## src/design/arwd_pkg.sv

```systemverilog
// Constants for the converter result formatter and window detector.
// Assumes a processor-side register port with byte-wide addresses and data.
package arwd_pkg;
  // Register addresses on the special-function register port.
  localparam logic [7:0] ADDR_CONFIG = 8'hbc;
  localparam logic [7:0] ADDR_RES_LO = 8'hbe;
  localparam logic [7:0] ADDR_RES_HI = 8'hbf;
  localparam logic [7:0] ADDR_CONTROL = 8'he8;
  localparam logic [7:0] ADDR_LT_LO = 8'hc4;
  localparam logic [7:0] ADDR_LT_HI = 8'hc5;
  localparam logic [7:0] ADDR_GT_LO = 8'hc6;
  localparam logic [7:0] ADDR_GT_HI = 8'hc7;
  // Reset values.
  localparam logic [7:0] RST_CONFIG = 8'hf8;
  localparam logic [7:0] RST_CONTROL = 8'h00;
  localparam logic [7:0] RST_RES = 8'h00;
  localparam logic [7:0] RST_GT_HI = 8'hff;
  localparam logic [7:0] RST_GT_LO = 8'hff;
  localparam logic [7:0] RST_LT_HI = 8'h00;
  localparam logic [7:0] RST_LT_LO = 8'h00;
  // Control register bit positions.
  localparam int CTL_ENABLE = 7;
  localparam int CTL_TRACK = 6;
  localparam int CTL_DONE = 5;
  localparam int CTL_BUSY = 4;
  localparam int CTL_MODE_HI = 3;
  localparam int CTL_MODE_LO = 2;
  localparam int CTL_WINDOW = 1;
  localparam int CTL_JUSTIFY = 0;
  // Configuration register fields.
  localparam int CFG_DIV_HI = 7;
  localparam int CFG_DIV_LO = 3;
  localparam int CFG_GAIN_HI = 2;
  // Start mode that takes its start from the busy bit write.
  localparam logic [1:0] MODE_SOFTWARE = 2'h0;
  // SAR clock periods per conversion.
  localparam logic [3:0] SAR_LAST_PERIOD = 4'hf;
  localparam int SAR_PERIODS = 16;
endpackage

```

## src/design/arwd_top.sv

```systemverilog
// Result formatter, SAR clock divider, conversion sequencer and window detector.
// Assumes the converter core holds code_in and diff_in stable on this clock and
// that trigger logic on the same clock pulses conv_trigger_in for non-software modes.
// Function
// - Right-justified: top four code bits in high byte 3..0, low eight bits in the low byte.
// - Right-justified high byte bits 7..4 copy bit 3 if differential, else read zero.
// - Left-justified: top eight bits in the high byte, low four in low byte 7..4, zeros below.
// - Single-ended codes are unsigned 12-bit, differential codes are 12-bit two's complement.
// - Every new result is compared in hardware with both limit words; a match sets a flag.
// - Each limit word is assembled from separately writable high and low byte registers.
// - The flag fires inside or outside the window depending on how the two limits are ordered.
// - Software can read the window flag for polling.
// - A conversion lasts exactly sixteen SAR clock periods until result lands, busy drops.
// - Busy is high during conversion and its falling edge sets the sticky done flag.
// - The window flag stays set after a match until software writes it to zero.
// - The SAR clock is the system clock divided by one plus the five-bit divider field.
// - Justify select zero means right-justified, one means left-justified.
`timescale 1ns/1ps
`default_nettype none
module arwd_top (
  input wire logic ref_clk_in,
  input wire logic arst_n_in,
  input wire logic [7:0] sfr_addr_in,
  input wire logic sfr_wr_in,
  input wire logic [7:0] sfr_wdata_in,
  output logic [7:0] sfr_rdata_out,
  input wire logic conv_trigger_in,
  input wire logic [11:0] code_in,
  input wire logic diff_in,
  output logic sar_clk_out,
  output logic enable_out,
  output logic busy_out,
  output logic done_flag_out,
  output logic window_flag_out
);
  logic [7:0] ctl_q, cfg_q, res_lo_q, res_hi_q, gt_hi_q, gt_lo_q, lt_hi_q, lt_lo_q, rd_q;
  logic busy_q, done_q, win_q, sar_clk_q, diff_q;
  logic [4:0] div_lat_q, pre_q;
  logic [3:0] sar_cnt_q;
  logic [9:0] len_q;
  logic [15:0] fmt_word;
  logic start, tick, finish, hit;

  // Justify a raw code into the 16-bit result word.
  function automatic logic [15:0] fmt(input logic [11:0] c, input logic d, input logic lj);
    if (lj) begin
      fmt = {c, 4'h0};
    end else begin
      fmt = {{4{d & c[11]}}, c};
    end
  endfunction

  // Window test; flipping the top bit turns an unsigned compare into a signed one.
  function automatic logic win_hit(input logic [15:0] r, input logic [15:0] gt,
                                   input logic [15:0] lt, input logic sgn);
    logic [15:0] rx, gx, lx;
    rx = {r[15] ^ sgn, r[14:0]};
    gx = {gt[15] ^ sgn, gt[14:0]};
    lx = {lt[15] ^ sgn, lt[14:0]};
    if (lx > gx) begin
      win_hit = (rx > gx) && (rx < lx);
    end else begin
      win_hit = (rx < lx) || (rx > gx);
    end
  endfunction

  wire ctl_wr = sfr_wr_in && (sfr_addr_in == arwd_pkg::ADDR_CONTROL);
  wire cfg_wr = sfr_wr_in && (sfr_addr_in == arwd_pkg::ADDR_CONFIG);

  // Start, SAR tick and end of conversion decode.
  always_comb begin
    start = ctl_q[arwd_pkg::CTL_ENABLE] && !busy_q &&
            ((ctl_wr && sfr_wdata_in[arwd_pkg::CTL_BUSY] &&
              ctl_q[arwd_pkg::CTL_MODE_HI:arwd_pkg::CTL_MODE_LO] == arwd_pkg::MODE_SOFTWARE) ||
             (conv_trigger_in &&
              ctl_q[arwd_pkg::CTL_MODE_HI:arwd_pkg::CTL_MODE_LO] != arwd_pkg::MODE_SOFTWARE));
    tick = busy_q && (pre_q == div_lat_q);
    finish = tick && (sar_cnt_q == arwd_pkg::SAR_LAST_PERIOD);
    fmt_word = fmt(code_in, diff_in, ctl_q[arwd_pkg::CTL_JUSTIFY]);
    hit = win_hit(fmt_word, {gt_hi_q, gt_lo_q}, {lt_hi_q, lt_lo_q}, diff_in);
  end

  // Software-owned control fields; hardware owns busy and both flags.
  always_ff @(posedge ref_clk_in or negedge arst_n_in) begin
    if (!arst_n_in) begin
      ctl_q <= arwd_pkg::RST_CONTROL;
    end else if (ctl_wr) begin
      ctl_q <= sfr_wdata_in;
    end
  end

  // Configuration register holding the divider and gain fields.
  always_ff @(posedge ref_clk_in or negedge arst_n_in) begin
    if (!arst_n_in) begin
      cfg_q <= arwd_pkg::RST_CONFIG;
    end else if (cfg_wr) begin
      cfg_q <= sfr_wdata_in;
    end
  end

  // Limit bytes, each writable on its own address.
  always_ff @(posedge ref_clk_in or negedge arst_n_in) begin
    if (!arst_n_in) begin
      gt_hi_q <= arwd_pkg::RST_GT_HI;
      gt_lo_q <= arwd_pkg::RST_GT_LO;
      lt_hi_q <= arwd_pkg::RST_LT_HI;
      lt_lo_q <= arwd_pkg::RST_LT_LO;
    end else if (sfr_wr_in) begin
      if (sfr_addr_in == arwd_pkg::ADDR_GT_HI) gt_hi_q <= sfr_wdata_in;
      if (sfr_addr_in == arwd_pkg::ADDR_GT_LO) gt_lo_q <= sfr_wdata_in;
      if (sfr_addr_in == arwd_pkg::ADDR_LT_HI) lt_hi_q <= sfr_wdata_in;
      if (sfr_addr_in == arwd_pkg::ADDR_LT_LO) lt_lo_q <= sfr_wdata_in;
    end
  end

  // Conversion sequencer; the divider is latched at start so a mid-conversion
  // write cannot stretch or shorten the running conversion.
  always_ff @(posedge ref_clk_in or negedge arst_n_in) begin
    if (!arst_n_in) begin
      busy_q <= 1'b0;
      div_lat_q <= 5'h00;
      pre_q <= 5'h00;
      sar_cnt_q <= 4'h0;
      sar_clk_q <= 1'b0;
    end else begin
      if (start) begin
        busy_q <= 1'b1;
        div_lat_q <= cfg_q[arwd_pkg::CFG_DIV_HI:arwd_pkg::CFG_DIV_LO];
        pre_q <= 5'h00;
        sar_cnt_q <= 4'h0;
      end else if (busy_q) begin
        pre_q <= tick ? 5'h00 : pre_q + 5'h01;
        if (tick) sar_cnt_q <= sar_cnt_q + 4'h1;
        if (finish) busy_q <= 1'b0;
      end
      sar_clk_q <= busy_q && !start && (pre_q <= {1'b0, div_lat_q[4:1]});
    end
  end

  // Result bytes are written in the cycle busy falls.
  always_ff @(posedge ref_clk_in or negedge arst_n_in) begin
    if (!arst_n_in) begin
      res_lo_q <= arwd_pkg::RST_RES;
      res_hi_q <= arwd_pkg::RST_RES;
      diff_q <= 1'b0;
    end else if (finish) begin
      {res_hi_q, res_lo_q} <= fmt_word;
      diff_q <= diff_in;
    end
  end

  // Sticky flags: a hardware set beats a software clear in the same cycle.
  always_ff @(posedge ref_clk_in or negedge arst_n_in) begin
    if (!arst_n_in) begin
      done_q <= 1'b0;
      win_q <= 1'b0;
    end else begin
      if (finish) done_q <= 1'b1;
      else if (ctl_wr) done_q <= sfr_wdata_in[arwd_pkg::CTL_DONE];
      if (finish && hit) win_q <= 1'b1;
      else if (ctl_wr) win_q <= sfr_wdata_in[arwd_pkg::CTL_WINDOW];
    end
  end

  // Registered read port; unmapped addresses read as zero.
  always_ff @(posedge ref_clk_in or negedge arst_n_in) begin
    if (!arst_n_in) begin
      rd_q <= 8'h00;
    end else begin
      case (sfr_addr_in)
        arwd_pkg::ADDR_CONTROL: rd_q <= {ctl_q[7:6], done_q, busy_q, ctl_q[3:2], win_q,
                                         ctl_q[0]};
        arwd_pkg::ADDR_CONFIG: rd_q <= cfg_q;
        arwd_pkg::ADDR_RES_LO: rd_q <= res_lo_q;
        arwd_pkg::ADDR_RES_HI: rd_q <= res_hi_q;
        arwd_pkg::ADDR_GT_HI: rd_q <= gt_hi_q;
        arwd_pkg::ADDR_GT_LO: rd_q <= gt_lo_q;
        arwd_pkg::ADDR_LT_HI: rd_q <= lt_hi_q;
        arwd_pkg::ADDR_LT_LO: rd_q <= lt_lo_q;
        default: rd_q <= 8'h00;
      endcase
    end
  end

  // Cycle counter of the running conversion, read only by the checks.
  always_ff @(posedge ref_clk_in or negedge arst_n_in) begin
    if (!arst_n_in) len_q <= 10'h000;
    else if (start) len_q <= 10'h000;
    else if (busy_q) len_q <= len_q + 10'h001;
  end

  assign sfr_rdata_out = rd_q;
  assign sar_clk_out = sar_clk_q;
  assign enable_out = ctl_q[arwd_pkg::CTL_ENABLE];
  assign busy_out = busy_q;
  assign done_flag_out = done_q;
  assign window_flag_out = win_q;

  chk_conv_length: assert property (@(posedge ref_clk_in) disable iff (!arst_n_in)
    $fell(busy_q) |-> len_q == 10'(arwd_pkg::SAR_PERIODS * (int'(div_lat_q) + 1)))
    else $error("conversion length wrong");
  chk_done_on_fall: assert property (@(posedge ref_clk_in) disable iff (!arst_n_in)
    $fell(busy_q) |-> done_q) else $error("done flag not set at busy fall");
  chk_start_busy: assert property (@(posedge ref_clk_in) disable iff (!arst_n_in)
    start |=> busy_q [*2]) else $error("busy did not rise on start");
  chk_right_format: assert property (@(posedge ref_clk_in) disable iff (!arst_n_in)
    $fell(busy_q) && !$past(ctl_q[0]) |-> {res_hi_q[3:0], res_lo_q} == $past(code_in) &&
      res_hi_q[7:4] == (diff_q ? {4{res_hi_q[3]}} : 4'h0)) else $error("right format wrong");
  chk_left_format: assert property (@(posedge ref_clk_in) disable iff (!arst_n_in)
    $fell(busy_q) && $past(ctl_q[0]) |-> {res_hi_q, res_lo_q} == {$past(code_in), 4'h0})
    else $error("left format wrong");
  chk_window_sticky: assert property (@(posedge ref_clk_in) disable iff (!arst_n_in)
    win_q && !ctl_wr |=> win_q) else $error("window flag dropped");
  chk_window_set: assert property (@(posedge ref_clk_in) disable iff (!arst_n_in)
    finish && hit |=> win_q && done_q) else $error("window match lost");
  chk_flag_read: assert property (@(posedge ref_clk_in) disable iff (!arst_n_in)
    sfr_addr_in == arwd_pkg::ADDR_CONTROL |=> sfr_rdata_out[1] == $past(win_q) &&
      sfr_rdata_out[4] == $past(busy_q)) else $error("control read wrong");
endmodule // arwd_top
`default_nettype wire

```

## config.mk

```make
export PLATFORM = sky130hd
export DESIGN_NAME = arwd_top
export DESIGN_NICKNAME = d
export VERILOG_FILES = /design/src/design/arwd_pkg.sv /design/src/design/arwd_top.sv
export SDC_FILE = /design/constraint.sdc
export NUM_CORES = 1
export LEC_CHECK = 0
export BUFFER_PORTS_ARGS = -buffer_cell sky130_fd_sc_hd__buf_2
export CAP_MARGIN = 20
export CORE_AREA = 2 2 102 104
export DETAILED_ROUTE_END_ITERATION = 16
export DIE_AREA = 0 0 104 106
export GPL_ROUTABILITY_DRIVEN = 0
export GPL_TIMING_DRIVEN = 0
export PLACE_DENSITY = 0.71
export SLEW_MARGIN = 20
export SYNTH_ARGS = -nofsm -noshare
export SYNTH_HDL_FRONTEND = slang
export SYNTH_SLANG_ARGS = --single-unit
export TNS_END_PERCENT = 100
```

## constraint.sdc

```tcl
create_clock -name ref_clk_in -period 3.15 [get_ports ref_clk_in]
set_input_delay 0.315 -clock ref_clk_in [delete_from_list [all_inputs] [get_ports ref_clk_in]]
set_output_delay 0.315 -clock ref_clk_in [all_outputs]
set_load 0.05 [all_outputs]
```

==> results.py <==
metrics = {
    "global_routing": {
        "antenna_found_initial": 0,
        "overflow": 0,
        "grt_pass1_wl_mm": 21.2,
        "grt_max_degree": 57,
        "groute.usage.overall_pct": 24.8,
        "grt_pass1_vias": 4117,
    },
    "timing": {
        "max_freq_ghz": 0.371,
        "finalSetupViolCount": 0,
        "hold_slack_ps": 252,
        "rsz0062_at_grt": "no",
        "slew_viol_final": 0,
        "clock_skew_ps": 8.34,
        "fin_crit_sh_pct": 85.7,
        "worstMarginPinSlew_ps": 904,
        "slew_headroom_pct": 39.2,
        "period_minus_slack_ps": 2700,
        "fin_ws_ps": 451,
        "fin_setup_tns_ps": 0,
        "hold_viol_final": 0,
    },
    "clock_tree": {
        "clock-root-buffer": "clkbuf_8",
        "cts_buffers": 9,
        "cts_tree": "done",
        "numClockSinks": 87,
        "cts_htree_levels": 3,
        "clkLatencyLatePin_ps": 370,
        "path_clk_slew_ps": 90,
        "clock_path_buffers": 2,
        "cts_setup_buffers": 0,
    },
    "synth": {
        "synth_top_area_share_pct": 30.9,
        "synthAdderAreaFrac_pct": 11.4,
        "yosysMostFrequentCell": "dfrtp_1",
        "synth_seq_cells": 87,
        "ys_warn_count": 0,
        "synth_cell_types": 60,
        "netlist_instances": 480,
        "syn_area_mm2": 0.00534,
        "synth_compound_area_share_pct": 10.2,
        "yosys.area_share.simple_pct": 13.3,
        "avgSynthCellArea_um2": 11.1,
        "syn_nets": 561,
        "synth_area_leaders": "dfrtp_1 31%, mux2_2 14%, ha_1 11%, dfstp_2 10%, inv_1 2.4%",
        "yosys-top-cells-count": "66 x dfrtp_1, 65 x mux2_2, 48 x ha_1",
        "synthArstFlopShare_pct": 100,
        "synth-xor-area-share_pct": 2.13,
        "synth_flop_cell": "dfrtp_1",
        "synth-edff-count": 0,
        "synth_top_cell_by_area": "dfrtp_1",
        "synth_top_family_by_area": "multiplexers",
        "yosysSeqAreaShare_pct": 41.2,
        "synth_mux_area_share_pct": 18.0,
    },
    "final_layout": {
        "fill_cells": 839,
        "fin_cells": 675,
        "multiInputGateArea_mm2": 0.00295,
        "register_area_mm2": 0.00220,
        "fin_nets": 615,
        "drive_above_1_share_pct": 32.5,
        "syn_to_final_growth_pct": 11.5,
        "antenna_cells": 0,
    },
    "routing": {
        "via_count": 3990,
        "drt_wl_total_mm": 12.9,
        "wire_per_inst_um": 19.1,
        "drtIter0Drc": 252,
        "viasPerCell": 5.91,
        "detail_route.first_pass.iterations": 5,
        "ant_nets": 0,
        "drc": 0,
    },
    "floorplan": {
        "die_y_um": 106,
        "io_pins": 46,
        "design.die.area_mm2": 0.0110,
        "num_rows": 37,
        "die_width_um": 104,
        "initial_utilization_pct": 53.4,
        "core_area_mm2": 0.0100,
    },
    "power_and_ir_drop": {
        "peakVddDrop_v": 0.000241,
        "pwr_density_cell_mw_per_mm2": 439,
        "leakagePower_uw": 0.00267,
    },
    "placement": {
        "dpl.hpwl_mm": 10.2,
        "dp_slack_ps": 170,
        "dp.cells": 659,
        "port_buffers": 42,
    },
    "critical_path": {
        "cp_data_required_time_ps": 3400,
        "worstPathMaxFanout": 13,
        "critical_path_class": "flop to flop",
        "endpoint_kind": "flop",
        "critPathLaunchType": "flop",
        "crit_arrival_ps": 2950,
    },
    "job": {
        "drv_cap": 0,
    },
    "hold_path": {
        "worstHoldPathType": "primary input to flop",
    },
    "run_status": {
        "status": "complete, no violations",
    },
}
## power by group
part           internal [uW]  switching [uW]  leakage, uW
logic                    238             291      0.00152
registers               1200            97.2      0.00105
clock network            367             420    0.0000956
## cell type report
| type | instances | area share [%] |
|---|---|---|
| well taps | 136 | 2.86 |
| repair buffers | 44 | 4.20 |
| flip-flops and latches | 87 | 37.0 |
| clock inverters | 7 | 1.22 |
| inverters | 34 | 2.14 |
| multi-input cells | 345 | 49.4 |
| clock buffers | 9 | 2.08 |
| plain buffers | 13 | 1.05 |
## flip-flops by register name, indices dropped and copies added (netlist names)
signal and flops:
res_lo_q 8, window_flag_out 1, div_lat_q 5, pre_q 5, done_flag_out 1, lt_lo_q 8
gt_hi_q 8, lt_hi_q 8, sfr_rdata_out 8, sar_clk_out 1, gt_lo_q 8, res_hi_q 8
ctl_q 5, cfg_q 8, sar_cnt_q 4, busy_out 1
## stage by stage
| step | util (%) | total power, uW | area [um2] |
|---|---|---|---|
| detailed placement | 57.5 | 1850 | 5750 |
| finish | 59.6 | 2620 | 5960 |
| CTS | 59.6 | 2640 | 5960 |
| global placement | 57.2 | 1810 | 5720 |
| floorplan | - | 1660 | 5340 |
| global route | 59.6 | 2770 | 5960 |
## timing repair
item / in CTS / in global routing
resized for setup: 0 / 1
hold buffers: 1 / 0
hold endpoints to repair: 19 / 0
setup endpoints to repair: 0 / 1
## placed cells by master (no fill, tap or decap), types with 12 or more instances in the layout
cell type	Yosys	layout
mux2_2	65	65
dfrtp_1	66	65
ha_1	48	48
buf_2	5	46
inv_1	34	34
nand2_1	33	33
o21ai_0	22	22
dfstp_2	21	21
nor2_1	17	17
a21oi_1	17	17
a22oi_1	15	15
nand3_1	15	15
nor2b_1	12	12
## worst max-delay path, cell delays in order, from the launching register on
cell and delay [ps]:
dfrtp_2 530, clkbuf_1 370, nand3b_1 200, nand2_1 130
ha_1 340, a21oi_1 170, nand2_1 70, a211oi_1 360
a21oi_1 150, a31oi_1 170, o21ai_0 90
## logic make-up (layout without fill, tap and decap cells)
family / count (synthesis) / count (layout)
and+or+nand+nor: 122 / 122
DFF: 87 / 87
AOI/OAI and AO/OA: 82 / 82
muxes: 79 / 79
adders and majority gates: 49 / 49
buffers and inverters: 48 / 107
xor gates and xnor gates: 13 / 13
## final timing paths
path	startpoint	endpoint	slack, ps	depth (start not counted)
worst max-delay path	ctl_q[0]	window_flag_out	450	10
worst min-delay path	code_in[11]	res_hi_q[7]	250	3
worst max register to register	ctl_q[0]	window_flag_out	450	10
worst min register to register	res_lo_q[1]	sfr_rdata_out[1]	480	2
max in group asynchronous	arst_n_in	gt_hi_q[5]	2070	3
min in group asynchronous	arst_n_in	ctl_q[2]	410	2
## routing by layer
layer / vias to the layer above / track usage (%) / share of wire (%)
met4: 0 / 8.30 / 2.1
met3: 25 / 4.23 / 5.0
li1: 1874 / - / -
met1: 1993 / 32.3 / 43
met2: 98 / 42.2 / 50
met5: - / 0 / 0
(Power assumes the default switching activity.)
